--- src/plcub_regs.svh ---
/*
  Register offsets, field positions, reset values and timing counts
  for the link control upper bits block.
  Assumes inclusion by bare name from the package and the top module.
*/
`ifndef PLCUB_REGS_SVH
`define PLCUB_REGS_SVH

// ----------------------------------------------------------------
// Offsets
// ----------------------------------------------------------------
`define PLCUB_ADDR_W 12
`define PLCUB_LINK_CONTROL_OFS 12'h050
`define PLCUB_LINK_STATUS_OFS 12'h054

// ----------------------------------------------------------------
// Link control fields
// ----------------------------------------------------------------
`define PLCUB_LC_RETRAIN_BIT 5
`define PLCUB_LC_COMMON_CLK_BIT 6
`define PLCUB_LC_EXT_SYNC_BIT 7
`define PLCUB_LC_CLOCK_PM_BIT 8
`define PLCUB_LC_AUTO_WIDTH_BIT 9
`define PLCUB_LC_BW_IRQ_EN_BIT 10
`define PLCUB_LC_ABW_IRQ_EN_BIT 11

// ----------------------------------------------------------------
// Link status fields
// ----------------------------------------------------------------
`define PLCUB_LS_TRAINING_BIT 11
`define PLCUB_LS_BW_STS_BIT 14
`define PLCUB_LS_ABW_STS_BIT 15

// ----------------------------------------------------------------
// Reset values
// ----------------------------------------------------------------
`define PLCUB_COMMON_CLK_RST 1'h0
`define PLCUB_EXT_SYNC_RST 1'h0
`define PLCUB_IRQ_EN_RST 1'h0
`define PLCUB_STS_RST 1'h0

// ----------------------------------------------------------------
// Timing
// ----------------------------------------------------------------
`define PLCUB_SYNC_STAGES 2

`endif

--- src/plcub_pkg.sv ---
/*
  Types for the link control upper bits block.
  Assumes nothing beyond the register header.
*/
`include "plcub_regs.svh"

package plcub_pkg;

  // ----------------------------------------------------------------
  // Retrain tracking states
  // ----------------------------------------------------------------
  typedef enum logic [1:0] {
    PLCUB_RT_IDLE = 2'b00,
    PLCUB_RT_WAIT = 2'b01,
    PLCUB_RT_TRAIN = 2'b10
  } plcub_rt_state_t;

  typedef logic [`PLCUB_ADDR_W-1:0] plcub_addr_t;

endpackage : plcub_pkg

--- src/plcub_sync.sv ---
/*
  Two-flop synchroniser for a group of pin levels.
  Assumes the inputs are quasi-static levels from outside the clock domain.
*/
`timescale 1ns/100ps
`default_nettype none

module plcub_sync #(
  parameter int W = 2
) (
  // Clock and reset
  input wire logic clock,
  input wire logic rst_b,
  // Levels
  input wire logic [W-1:0] async_in,
  output logic [W-1:0] sync_out
);

  // ----------------------------------------------------------------
  // Per-bit two-stage chain
  // ----------------------------------------------------------------
  genvar i;
  generate
    for (i = 0; i < W; i = i + 1) begin : g_bit
      logic meta_r;
      logic hold_r;
      always_ff @(posedge clock or negedge rst_b) begin
        if (!rst_b) begin
          meta_r <= 1'b0;
          hold_r <= 1'b0;
        end else begin
          meta_r <= async_in[i];
          hold_r <= meta_r;
        end
      end
      assign sync_out[i] = hold_r;
    end
  endgenerate

endmodule : plcub_sync

`default_nettype wire

--- src/plcub_top.sv ---
/*
  Upper bits of the link control register of a switch port, with the
  bandwidth status bits and the interrupt they raise, behind APB.
  Assumes the training state machine runs on the same clock and reports
  its Recovery and Configuration states as levels; port-type and
  bandwidth-notification straps arrive as pins.
*/
// The register offsets and the APB register port were left to the implementer.
`timescale 1ns/100ps
`default_nettype none
`include "plcub_regs.svh"

module plcub_top
  import plcub_pkg::*;
(
  // Clock and reset
  input wire logic clock,
  input wire logic rst_b,
  // APB slave
  input wire logic psel,
  input wire logic penable,
  input wire logic pwrite,
  input wire logic [`PLCUB_ADDR_W-1:0] paddr,
  input wire logic [31:0] pwdata,
  input wire logic [3:0] pstrb,
  output logic [31:0] prdata,
  output logic pready,
  output logic pslverr,
  // Straps from pins
  input wire logic upstream_port_pin,
  input wire logic bw_notify_capable_pin,
  // Training state machine side
  input wire logic ltssm_in_recovery,
  input wire logic ltssm_in_config,
  input wire logic dl_down,
  input wire logic autonomous_bw_change,
  output logic retrain_req,
  output logic common_refclk_flag,
  output logic extended_sync_enable,
  output logic training_in_progress,
  // Interrupt
  output logic bw_irq
);

  // ----------------------------------------------------------------
  // Strap synchronisation
  // ----------------------------------------------------------------
  logic [1:0] strap_s;
  logic upstream_s;
  logic bw_notify_capable;
  logic bw_cap;
  plcub_sync #(.W(2)) u_sync (
    .clock(clock),
    .rst_b(rst_b),
    .async_in({bw_notify_capable_pin, upstream_port_pin}),
    .sync_out(strap_s)
  );
  assign upstream_s = strap_s[0];
  assign bw_notify_capable = strap_s[1];
  assign bw_cap = bw_notify_capable & ~upstream_s;

  // ----------------------------------------------------------------
  // APB decode
  // ----------------------------------------------------------------
  logic setup_ph;
  logic access_ph;
  logic hit_lc;
  logic hit_ls;
  logic wr_lc;
  logic wr_ls;
  logic retrain_wr;
  assign setup_ph = psel & ~penable;
  assign access_ph = psel & penable;
  assign hit_lc = (paddr == `PLCUB_LINK_CONTROL_OFS);
  assign hit_ls = (paddr == `PLCUB_LINK_STATUS_OFS);
  assign pready = 1'b1;
  assign pslverr = access_ph & ~(hit_lc | hit_ls);
  assign wr_lc = access_ph & pwrite & hit_lc;
  assign wr_ls = access_ph & pwrite & hit_ls;
  assign retrain_wr = wr_lc & pstrb[0] & pwdata[`PLCUB_LC_RETRAIN_BIT];

  // ----------------------------------------------------------------
  // Training state tracking
  // ----------------------------------------------------------------
  logic in_train;
  logic in_train_prev_r;
  logic train_enter;
  logic train_exit;
  assign in_train = ltssm_in_recovery | ltssm_in_config;
  assign train_enter = in_train & ~in_train_prev_r;
  assign train_exit = ~in_train & in_train_prev_r;
  always_ff @(posedge clock or negedge rst_b) begin
    if (!rst_b) begin
      in_train_prev_r <= 1'b0;
    end else begin
      in_train_prev_r <= in_train;
    end
  end

  // ----------------------------------------------------------------
  // Retrain request pulse
  // ----------------------------------------------------------------
  logic retrain_req_r;
  always_ff @(posedge clock or negedge rst_b) begin
    if (!rst_b) begin
      retrain_req_r <= 1'b0;
    end else begin
      retrain_req_r <= retrain_wr;
    end
  end
  assign retrain_req = retrain_req_r;

  // ----------------------------------------------------------------
  // Staged software fields
  // ----------------------------------------------------------------
  logic common_clk_r;
  logic ext_sync_r;
  logic bw_irq_en_r;
  logic abw_irq_en_r;

  always_ff @(posedge clock or negedge rst_b) begin
    if (!rst_b) begin
      common_clk_r <= `PLCUB_COMMON_CLK_RST;
      ext_sync_r <= `PLCUB_EXT_SYNC_RST;
    end else if (wr_lc && pstrb[0]) begin
      common_clk_r <= pwdata[`PLCUB_LC_COMMON_CLK_BIT];
      ext_sync_r <= pwdata[`PLCUB_LC_EXT_SYNC_BIT];
    end
  end

  always_ff @(posedge clock or negedge rst_b) begin
    if (!rst_b) begin
      bw_irq_en_r <= `PLCUB_IRQ_EN_RST;
      abw_irq_en_r <= `PLCUB_IRQ_EN_RST;
    end else if (!bw_cap) begin
      bw_irq_en_r <= 1'b0;
      abw_irq_en_r <= 1'b0;
    end else if (wr_lc && pstrb[1]) begin
      bw_irq_en_r <= pwdata[`PLCUB_LC_BW_IRQ_EN_BIT];
      abw_irq_en_r <= pwdata[`PLCUB_LC_ABW_IRQ_EN_BIT];
    end
  end

  // ----------------------------------------------------------------
  // Applied fields toward the physical layer
  // ----------------------------------------------------------------
  logic apply_pend_r;
  logic applied_cc_r;
  logic applied_es_r;
  logic apply_now;
  logic apply_late;

  // Changes land at once outside training, else at the next entry
  assign apply_now = wr_lc & pstrb[0] & ~in_train;
  assign apply_late = apply_pend_r & train_enter & ~wr_lc;

  always_ff @(posedge clock or negedge rst_b) begin
    if (!rst_b) begin
      apply_pend_r <= 1'b0;
    end else if (wr_lc && pstrb[0] && in_train) begin
      apply_pend_r <= 1'b1;
    end else if (apply_late || apply_now) begin
      apply_pend_r <= 1'b0;
    end
  end

  always_ff @(posedge clock or negedge rst_b) begin
    if (!rst_b) begin
      applied_cc_r <= `PLCUB_COMMON_CLK_RST;
      applied_es_r <= `PLCUB_EXT_SYNC_RST;
    end else if (apply_now) begin
      applied_cc_r <= pwdata[`PLCUB_LC_COMMON_CLK_BIT];
      applied_es_r <= pwdata[`PLCUB_LC_EXT_SYNC_BIT];
    end else if (apply_late) begin
      applied_cc_r <= common_clk_r;
      applied_es_r <= ext_sync_r;
    end
  end

  // Exit latencies are reported elsewhere and do not follow this flag
  assign common_refclk_flag = applied_cc_r;
  assign extended_sync_enable = applied_es_r;

  // ----------------------------------------------------------------
  // Retrain tracking
  // ----------------------------------------------------------------
  plcub_rt_state_t rt_state_r;
  logic dl_down_seen_r;
  logic rt_done_ok;

  assign rt_done_ok = (rt_state_r == PLCUB_RT_TRAIN) & train_exit & ~dl_down_seen_r & ~dl_down;

  always_ff @(posedge clock or negedge rst_b) begin
    if (!rst_b) begin
      rt_state_r <= PLCUB_RT_IDLE;
    end else if (retrain_wr) begin
      rt_state_r <= PLCUB_RT_WAIT;
    end else begin
      unique case (rt_state_r)
        PLCUB_RT_IDLE: rt_state_r <= PLCUB_RT_IDLE;
        PLCUB_RT_WAIT: begin
          if (in_train) begin
            rt_state_r <= PLCUB_RT_TRAIN;
          end
        end
        PLCUB_RT_TRAIN: begin
          if (train_exit) begin
            rt_state_r <= PLCUB_RT_IDLE;
          end
        end
        default: rt_state_r <= PLCUB_RT_IDLE;
      endcase
    end
  end

  always_ff @(posedge clock or negedge rst_b) begin
    if (!rst_b) begin
      dl_down_seen_r <= 1'b0;
    end else if (retrain_wr) begin
      dl_down_seen_r <= dl_down;
    end else if (rt_state_r != PLCUB_RT_IDLE && dl_down) begin
      dl_down_seen_r <= 1'b1;
    end
  end

  // ----------------------------------------------------------------
  // Training in progress
  // ----------------------------------------------------------------
  logic tip_r;
  always_ff @(posedge clock or negedge rst_b) begin
    if (!rst_b) begin
      tip_r <= 1'b0;
    end else if (retrain_wr) begin
      tip_r <= 1'b1;
    end else if (train_exit) begin
      tip_r <= 1'b0;
    end
  end
  assign training_in_progress = ~upstream_s & (tip_r | in_train);

  // ----------------------------------------------------------------
  // Bandwidth status bits, write one to clear, set wins
  // ----------------------------------------------------------------
  logic bw_sts_r;
  logic abw_sts_r;
  logic bw_clr;
  logic abw_clr;
  assign bw_clr = wr_ls & pstrb[1] & pwdata[`PLCUB_LS_BW_STS_BIT];
  assign abw_clr = wr_ls & pstrb[1] & pwdata[`PLCUB_LS_ABW_STS_BIT];
  always_ff @(posedge clock or negedge rst_b) begin
    if (!rst_b) begin
      bw_sts_r <= `PLCUB_STS_RST;
    end else if (!bw_cap) begin
      bw_sts_r <= 1'b0;
    end else if (rt_done_ok) begin
      bw_sts_r <= 1'b1;
    end else if (bw_clr) begin
      bw_sts_r <= 1'b0;
    end
  end
  always_ff @(posedge clock or negedge rst_b) begin
    if (!rst_b) begin
      abw_sts_r <= `PLCUB_STS_RST;
    end else if (!bw_cap) begin
      abw_sts_r <= 1'b0;
    end else if (autonomous_bw_change) begin
      abw_sts_r <= 1'b1;
    end else if (abw_clr) begin
      abw_sts_r <= 1'b0;
    end
  end

  // ----------------------------------------------------------------
  // Interrupt
  // ----------------------------------------------------------------
  logic bw_irq_r;
  always_ff @(posedge clock or negedge rst_b) begin
    if (!rst_b) begin
      bw_irq_r <= 1'b0;
    end else begin
      bw_irq_r <= (bw_sts_r & bw_irq_en_r) | (abw_sts_r & abw_irq_en_r);
    end
  end
  assign bw_irq = bw_irq_r;

  // ----------------------------------------------------------------
  // Read data
  // ----------------------------------------------------------------
  logic [15:0] lc_view;
  logic [15:0] ls_view;
  logic [31:0] prdata_r;
  always_comb begin
    lc_view = 16'h0000;
    lc_view[`PLCUB_LC_RETRAIN_BIT] = 1'b0;
    lc_view[`PLCUB_LC_COMMON_CLK_BIT] = common_clk_r;
    lc_view[`PLCUB_LC_EXT_SYNC_BIT] = ext_sync_r;
    lc_view[`PLCUB_LC_CLOCK_PM_BIT] = 1'b0;
    lc_view[`PLCUB_LC_AUTO_WIDTH_BIT] = 1'b0;
    lc_view[`PLCUB_LC_BW_IRQ_EN_BIT] = bw_irq_en_r & bw_cap;
    lc_view[`PLCUB_LC_ABW_IRQ_EN_BIT] = abw_irq_en_r & bw_cap;
  end
  always_comb begin
    ls_view = 16'h0000;
    ls_view[`PLCUB_LS_TRAINING_BIT] = training_in_progress;
    ls_view[`PLCUB_LS_BW_STS_BIT] = bw_sts_r;
    ls_view[`PLCUB_LS_ABW_STS_BIT] = abw_sts_r;
  end
  // Unmapped reads return zero
  always_ff @(posedge clock or negedge rst_b) begin
    if (!rst_b) begin
      prdata_r <= 32'h00000000;
    end else if (setup_ph && !pwrite) begin
      prdata_r <= {16'h0000, (hit_lc ? lc_view : 16'h0000) | (hit_ls ? ls_view : 16'h0000)};
    end
  end
  assign prdata = prdata_r;

endmodule : plcub_top

`default_nettype wire

--- config.mk ---
export PLATFORM = sky130hd
export DESIGN_NAME = plcub_top
export DESIGN_NICKNAME = d
export VERILOG_FILES = /design/src/plcub_pkg.sv /design/src/plcub_sync.sv /design/src/plcub_top.sv
export VERILOG_INCLUDE_DIRS = /design/src
export SDC_FILE = /design/constraint.sdc
export NUM_CORES = 1
export LEC_CHECK = 0
export BUFFER_PORTS_ARGS = -buffer_cell sky130_fd_sc_hd__clkbuf_2
export CAP_MARGIN = 20
export CORE_MARGIN = 2
export CORE_UTILIZATION = 40
export CTS_CLUSTER_DIAMETER = 80
export CTS_CLUSTER_SIZE = 24
export DETAILED_ROUTE_END_ITERATION = 8
export GPL_TIMING_DRIVEN = 0
export HOLD_SLACK_MARGIN = 0.05
export PLACE_DENSITY = 0.9
export SYNTH_ARGS = -nofsm -noshare
export SYNTH_HDL_FRONTEND = slang
export SYNTH_SLANG_ARGS = --single-unit
--- constraint.sdc ---
create_clock -name clock -period 1.71 [get_ports clock]
set_clock_uncertainty 0.05 [all_clocks]
set_input_delay 0.0855 -clock clock [delete_from_list [all_inputs] [get_ports clock]]
set_output_delay 0.0855 -clock clock [all_outputs]
set_load 0.05 [all_outputs]
==> run summary, run 1 <==
Synth Cell Area: 1360 um^2
Worst reg2reg path endpoint: common_refclk_flag$_DFFE_PN0P_
Critical Path Slowest Stage Cell: or4_4
IO Port Bufs: 43
Bufs and invs on worst path: 2
Top cell type by total area after synthesis: dfrtp_1
Overall Global Routing Usage: 14.6%
Via-to-Cell Ratio: 4.35
P&R area growth vs syn: 40.2%
CTS Buffer Depth: 2
Share of layout cells above drive strength 1: 40.0%
Worst VDD drop: 372 uV
Worst EP required: 1.89 ns
Status: complete, no violations
Max Fanout on Critical Path: 7
GP Congestion: 0.774
Setup crit end kind: flop
Per-cell routed wire length: 10.3 um
CTS tree: yes
Total chip power: 1.35 mW
NumNets Final: 280
Register area share after synthesis: 47.7%
Inserted Diodes: 0
Die H: 62.4 um
Top cell type's share of synthesized area: 47.7%
CTS root buf: clkbuf_4
CP Capture Point: extended_sync_enable$_DFFE_PN0P_
Crit path cell chain: clkbuf_2, or4_4, nor3_4, and3_1, buf_6, a21oi_1, a211o_1
Clk_lat worst skew: 0.33 ns
Vias in the first global route: 1,012
Crit Path Class: in2reg
Crit path largest cell delay: 0.58 ns
DR DRC count: 0
Tmin final: 1.62 ns
Largest net degree at the start of global routing: 27
Die width: 62.4 um
Commonest non-fill, non-tap cell in the layout: clkbuf_2
Syn Area/Cell: 10.0 um^2
Vias: 1,156
Hold Path Origin: pstrb[0]
FMAX: 617 MHz
Max_cap viols: 0
Clk pin slew, worst setup/hold paths: 0.14 ns
DRT Pass-1 Iters: 4
Total Wirelength: 2.73 mm
Worst hold path type: in2reg
Setup_tns: 0 ns
Max Slew Vio Count: 0
Netlist cell types: 33
Core area: 3310 um^2
Clock sink count: 26
CP startpoint kind: primary input
# rows: 21
Die ar.: 3890 um^2
YS warnings: 0
Setup Buffers After CTS: 0
RSZ-0062 raised after global routing: false
Period utilization: 94.8%
Cells after synthesis: 136
Worst flop-to-flop path startpoint: in_train_prev_r$_DFF_PN0_
Most frequent cells in the layout: 43 x clkbuf_2, 27 x buf_4, 27 x conb_1
P per Cell Area: 705 nW/um^2
Initial DRC Count: 35
WP depth: 7
Final setup viols: 0
Worst R2R Path Depth: 3
Initial antenna violation count: 0
TritonCTS buffer count: 3
Grt total ovfl: 0
Synth area leaders: dfrtp_1 48%, buf_4 15%, nand2_1 5.5%
Reg-to-reg slack, setup: 0.10 ns
WP data arrival: 1.80 ns
Setup crit start: paddr[10]
First-pass GRT wire length: 4.45 mm
Ports: 98
Leakage power: 1.04 nW
Max_slew headroom: 57.6%
Fillers: 312
Post-DP HPWL: 2.07 mm
ANT nets after route: 0
H-tree level count: 1
Slew @ Worst Pin: 0.636 ns
CP top delay family: simple AND/OR/NAND/NOR gates
Number of hold violations in the final report: 0
FF+latch count, synth: 26
Initial Utilization: 41.2%
worst reg2reg max path: stages (launching register included):
cell	delay, ns
dfrtp_1	0.42
nor4b_2	0.41
mux2_2	0.38
mux2_4	0.25
area by class of cell:
| cell class | instances | area, um^2 | share of cell area, % |
|---|---|---|---|
| repair buffers | 55 | 335 | 17.5 |
| multi-input cells | 103 | 587 | 30.7 |
| well taps | 46 | 57.6 | 3.01 |
| clock inverters | 1 | 30.0 | 1.57 |
| plain buffers | 29 | 218 | 11.4 |
| flip-flops and latches | 26 | 651 | 34.0 |
| inverters | 3 | 11.3 | 0.589 |
| clock buffers | 3 | 22.5 | 1.18 |
stage by stage:
step	instance area [um^2]	cells	hold slack [ns]	setup slack [ns]	util, %
after CTS	1910	266	0.0579	0.0119	57.6
after floorplan	1460	161	-0.260	-0.0533	-
after detailed placement	1730	250	0.0817	-0.340	52.3
after global routing	1910	266	0.0904	0.00677	57.7
after global placement	1730	250	0.0754	-0.348	52.3
final	1910	266	0.0773	0.0896	57.7
power by group:
group	switching, mW	internal [mW]
clock	0.187	0.237
sequential	0.00501	0.624
combinational	0.197	0.0980
total	0.388	0.959
cells by family after synthesis:
| family | count (synthesis) | synth area share (%) |
|---|---|---|
| and+or+nand+nor | 53 | 22.8 |
| buffers and inverters | 32 | 16.8 |
| DFF | 26 | 47.7 |
| AOI/OAI and AO/OA | 19 | 8.53 |
| muxes | 4 | 3.58 |
| other | 2 | 0.551 |
repair_timing:
item                                    4_1_cts  5_1_grt
endpoints found under the hold margin        38        0
resized for setup                             0        1
endpoints found under the setup margin        0        4
hold buffers                                 12        0
cells in the mapped netlist (all sizes together):
cell    instances
a211o           1
a21oi           5
a22o            3
and2            2
and3            2
and4b           1
buf            28
clkbuf          1
conb            2
dfrtp          26
inv             3
mux2            4
nand2          20
nand2b          3
nand3           5
nand4           2
nor2            8
nor3            2
nor4            2
nor4b           2
o21a            1
o21ai           7
o22ai           1
o31ai           1
or3             1
or3b            1
or4             1
or4bb           1
state kept, by name (all words and copies together), names as in the netlist, 2 cells and up:
name and cells:
u_sync.g_bit.hold_r 2, rt_state_r 2, prdata 6, u_sync.g_bit.meta_r 2
per-layer routing:
layer | vias up | GRT usage (%) | wire length, um
li1 | 579 | - | -
met1 | 514 | 18.0 | 1180
met2 | 55 | 23.2 | 1230
met3 | 8 | 4.14 | 224
met4 | 0 | 8.06 | 87
met5 | - | 0 | 0
how the worst min path moves through the flow:
stage / to / cells after the start / slack [ns]
floorplan: abw_irq_en_r$_DFFE_PN0P_ / 0 / -0.26
global placement: bw_irq$_DFF_PN0_ / 1 / 0.08
detailed placement: prdata[15]$_DFFE_PN0P_ / 1 / 0.08
CTS: retrain_req$_DFF_PN0_ / 3 / 0.06
global route: abw_irq_en_r$_DFFE_PN0P_ / 5 / 0.09
finish: tip_r$_DFFE_PN0P_ / 3 / 0.08
No activity file was read; power rests on OpenSTA's default activity.
==> run 2, diff against run 1 <==
- CORE_UTILIZATION: 40 -> 35
- PLACE_DENSITY: 0.9 -> 0.81
- clock period: 1.71 -> 2.1 ns (I/O delays scaled with it)
==> run 2 against run 1 <==
Against the previous run:
- count of clock-buffer cells in the layout increased by 1
- utilization down 7.5 points
- routed wire length grew 0.26%
- die area rose by 13%
- non-clock buffer count fell by 4
- cell count decreased by 0.75%
- power shrank 21%
- worst hold slack lost 0.027 ns
- via count down 2.6%
- flip-flop and latch count is the same
- largest cell class unchanged
- clock power shrank 24%
==> run summary, run 2 (synthesis gave the netlist of run 1 again) <==
Clk_lat worst skew: 0.27 ns
Max_cap viols: 0
Number of hold violations in the final report: 0
Grt total ovfl: 0
FMAX: 549 MHz
Post-CTS sizing: 0
Inserted Diodes: 0
Ports: 98
P per Cell Area: 572 nW/um^2
IO Port Bufs: 43
DR DRC count: 0
Status: complete, no violations
Commonest non-fill, non-tap cell in the layout: clkbuf_2
Fillers: 371
Die width: 66.4 um
RSZ-0062 raised after global routing: false
Max Fanout on Critical Path: 6
Leakage power: 1.02 nW
Setup crit end kind: flop
Slew @ Worst Pin: 0.969 ns
Most frequent CP cell: nand2_1
Worst VDD drop: 366 uV
Vias in the first global route: 1,070
Max Slew Vio Count: 0
Crit Path Class: in2reg
Hold-fix buffers, CTS: 8
H-tree level count: 1
Setup Buffers After CTS: 0
Share of layout cells above drive strength 1: 39.8%
Vias: 1,126
CTS Buffer Depth: 2
Initial Utilization: 36.7%
Worst Hold Slack: 0.0504 ns
Clk pin slew, worst setup/hold paths: 0.09 ns
Core area: 3720 um^2
# rows: 22
Initial DRC Count: 52
Die H: 66.4 um
Total chip power: 1.07 mW
ANT nets after route: 0
Per-cell routed wire length: 10.4 um
Tmin final: 1.82 ns
Max FFs per register: 6
Critical Path Slowest Stage Cell: nor4_1
CTS tree: yes
Overall Global Routing Usage: 13.9%
NumNets Final: 276
Via-to-Cell Ratio: 4.27
DRT Pass-1 Iters: 2
TritonCTS buffer count: 3
Total Wirelength: 2.74 mm
Initial antenna violation count: 0
GP Congestion: 0.835
First-pass GRT wire length: 4.62 mm
Period utilization: 86.7%
WP data arrival: 1.94 ns
Max_slew headroom: 34.8%
Largest net degree at the start of global routing: 27
P&R area growth vs syn: 37.0%
Die ar.: 4410 um^2
CP startpoint kind: primary input
Final setup viols: 0
CTS root buf: clkbuf_8
Most frequent cells in the layout: 43 x clkbuf_2, 27 x buf_4, 27 x conb_1
Crit path largest cell delay: 0.85 ns
Post-DP HPWL: 2.18 mm
Clock sink count: 26
Crit path cell chain: clkbuf_2, or4_4, nor4_1, nand2_1, nand2_1, a21oi_1
Worst EP required: 2.21 ns
Worst hold path type: in2reg
## run 2: through the flow
stage | TNS (ns) | utilization [%] | instance area [um^2] | worst slack (ns) | instances
global placement | -0.0178 | 46.6 | 1730 | -0.0122 | 252
CTS | 0 | 50.3 | 1870 | 0.288 | 264
global route | 0 | 50.3 | 1870 | 0.117 | 264
finish | 0 | 50.3 | 1870 | 0.279 | 264
floorplan | 0 | - | 1460 | 0.309 | 161
detailed placement | -0.00176 | 46.6 | 1730 | -0.00166 | 252
## run 2: path summary, 6_finish.rpt
check	slack, ns	to	from	cells after the start
worst max-delay path	0.28	bw_irq_en_r$_DFFE_PN0P_	paddr[10]	6
worst min-delay path	0.05	dl_down_seen_r$_DFFE_PN0P_	dl_down	2
worst max register to register	0.51	common_refclk_flag$_DFFE_PN0P_	in_train_prev_r$_DFF_PN0_	3
worst min register to register	0.30	u_sync.g_bit[0].hold_r$_DFF_PN0_	u_sync.g_bit[0].meta_r$_DFF_PN0_	0
max in group asynchronous	1.27	rt_state_r[1]$_DFFE_PN0P_	rst_b	2
min in group asynchronous	0.32	prdata[10]$_DFFE_PN0P_	rst_b	2
## run 2: per-layer routing
metal  vias to the layer above  GRT usage [%]  share of wire, %
met5                         -              0                 0
met4                         0           3.83               1.1
met3                         5           4.60               6.5
met2                        36           24.3                51
met1                       513           16.3                42
li1                        572              -                 -
## run 2: cell type report
class                           instances  area, um^2  share of cell area [%]
Buffer                                 29         218                    11.7
Clock buffer                            4        55.1                    2.95
Inverter                                3        11.3                   0.603
Multi-Input combinational cell        103         578                    30.9
Sequential cell                        26         651                    34.8
Tap cell                               48        60.1                    3.22
Timing Repair Buffer                   51         295                    15.8
## run 2: worst max-delay path: cells and delay by family
family / cells / cell delay [ns]
AO/OA/AOI/OAI: 1 / 0.06
buffers and inverters: 1 / 0.08
AND/OR/NAND/NOR: 4 / 1.69
## run 2: power by group
part           switching (mW)  total, mW  leakage [nW]  internal, mW
Clock                   0.156      0.324        0.0288         0.168
Sequential            0.00448      0.512         0.345         0.507
Combinational           0.158      0.233         0.649        0.0749
Total                   0.318       1.07          1.02         0.750
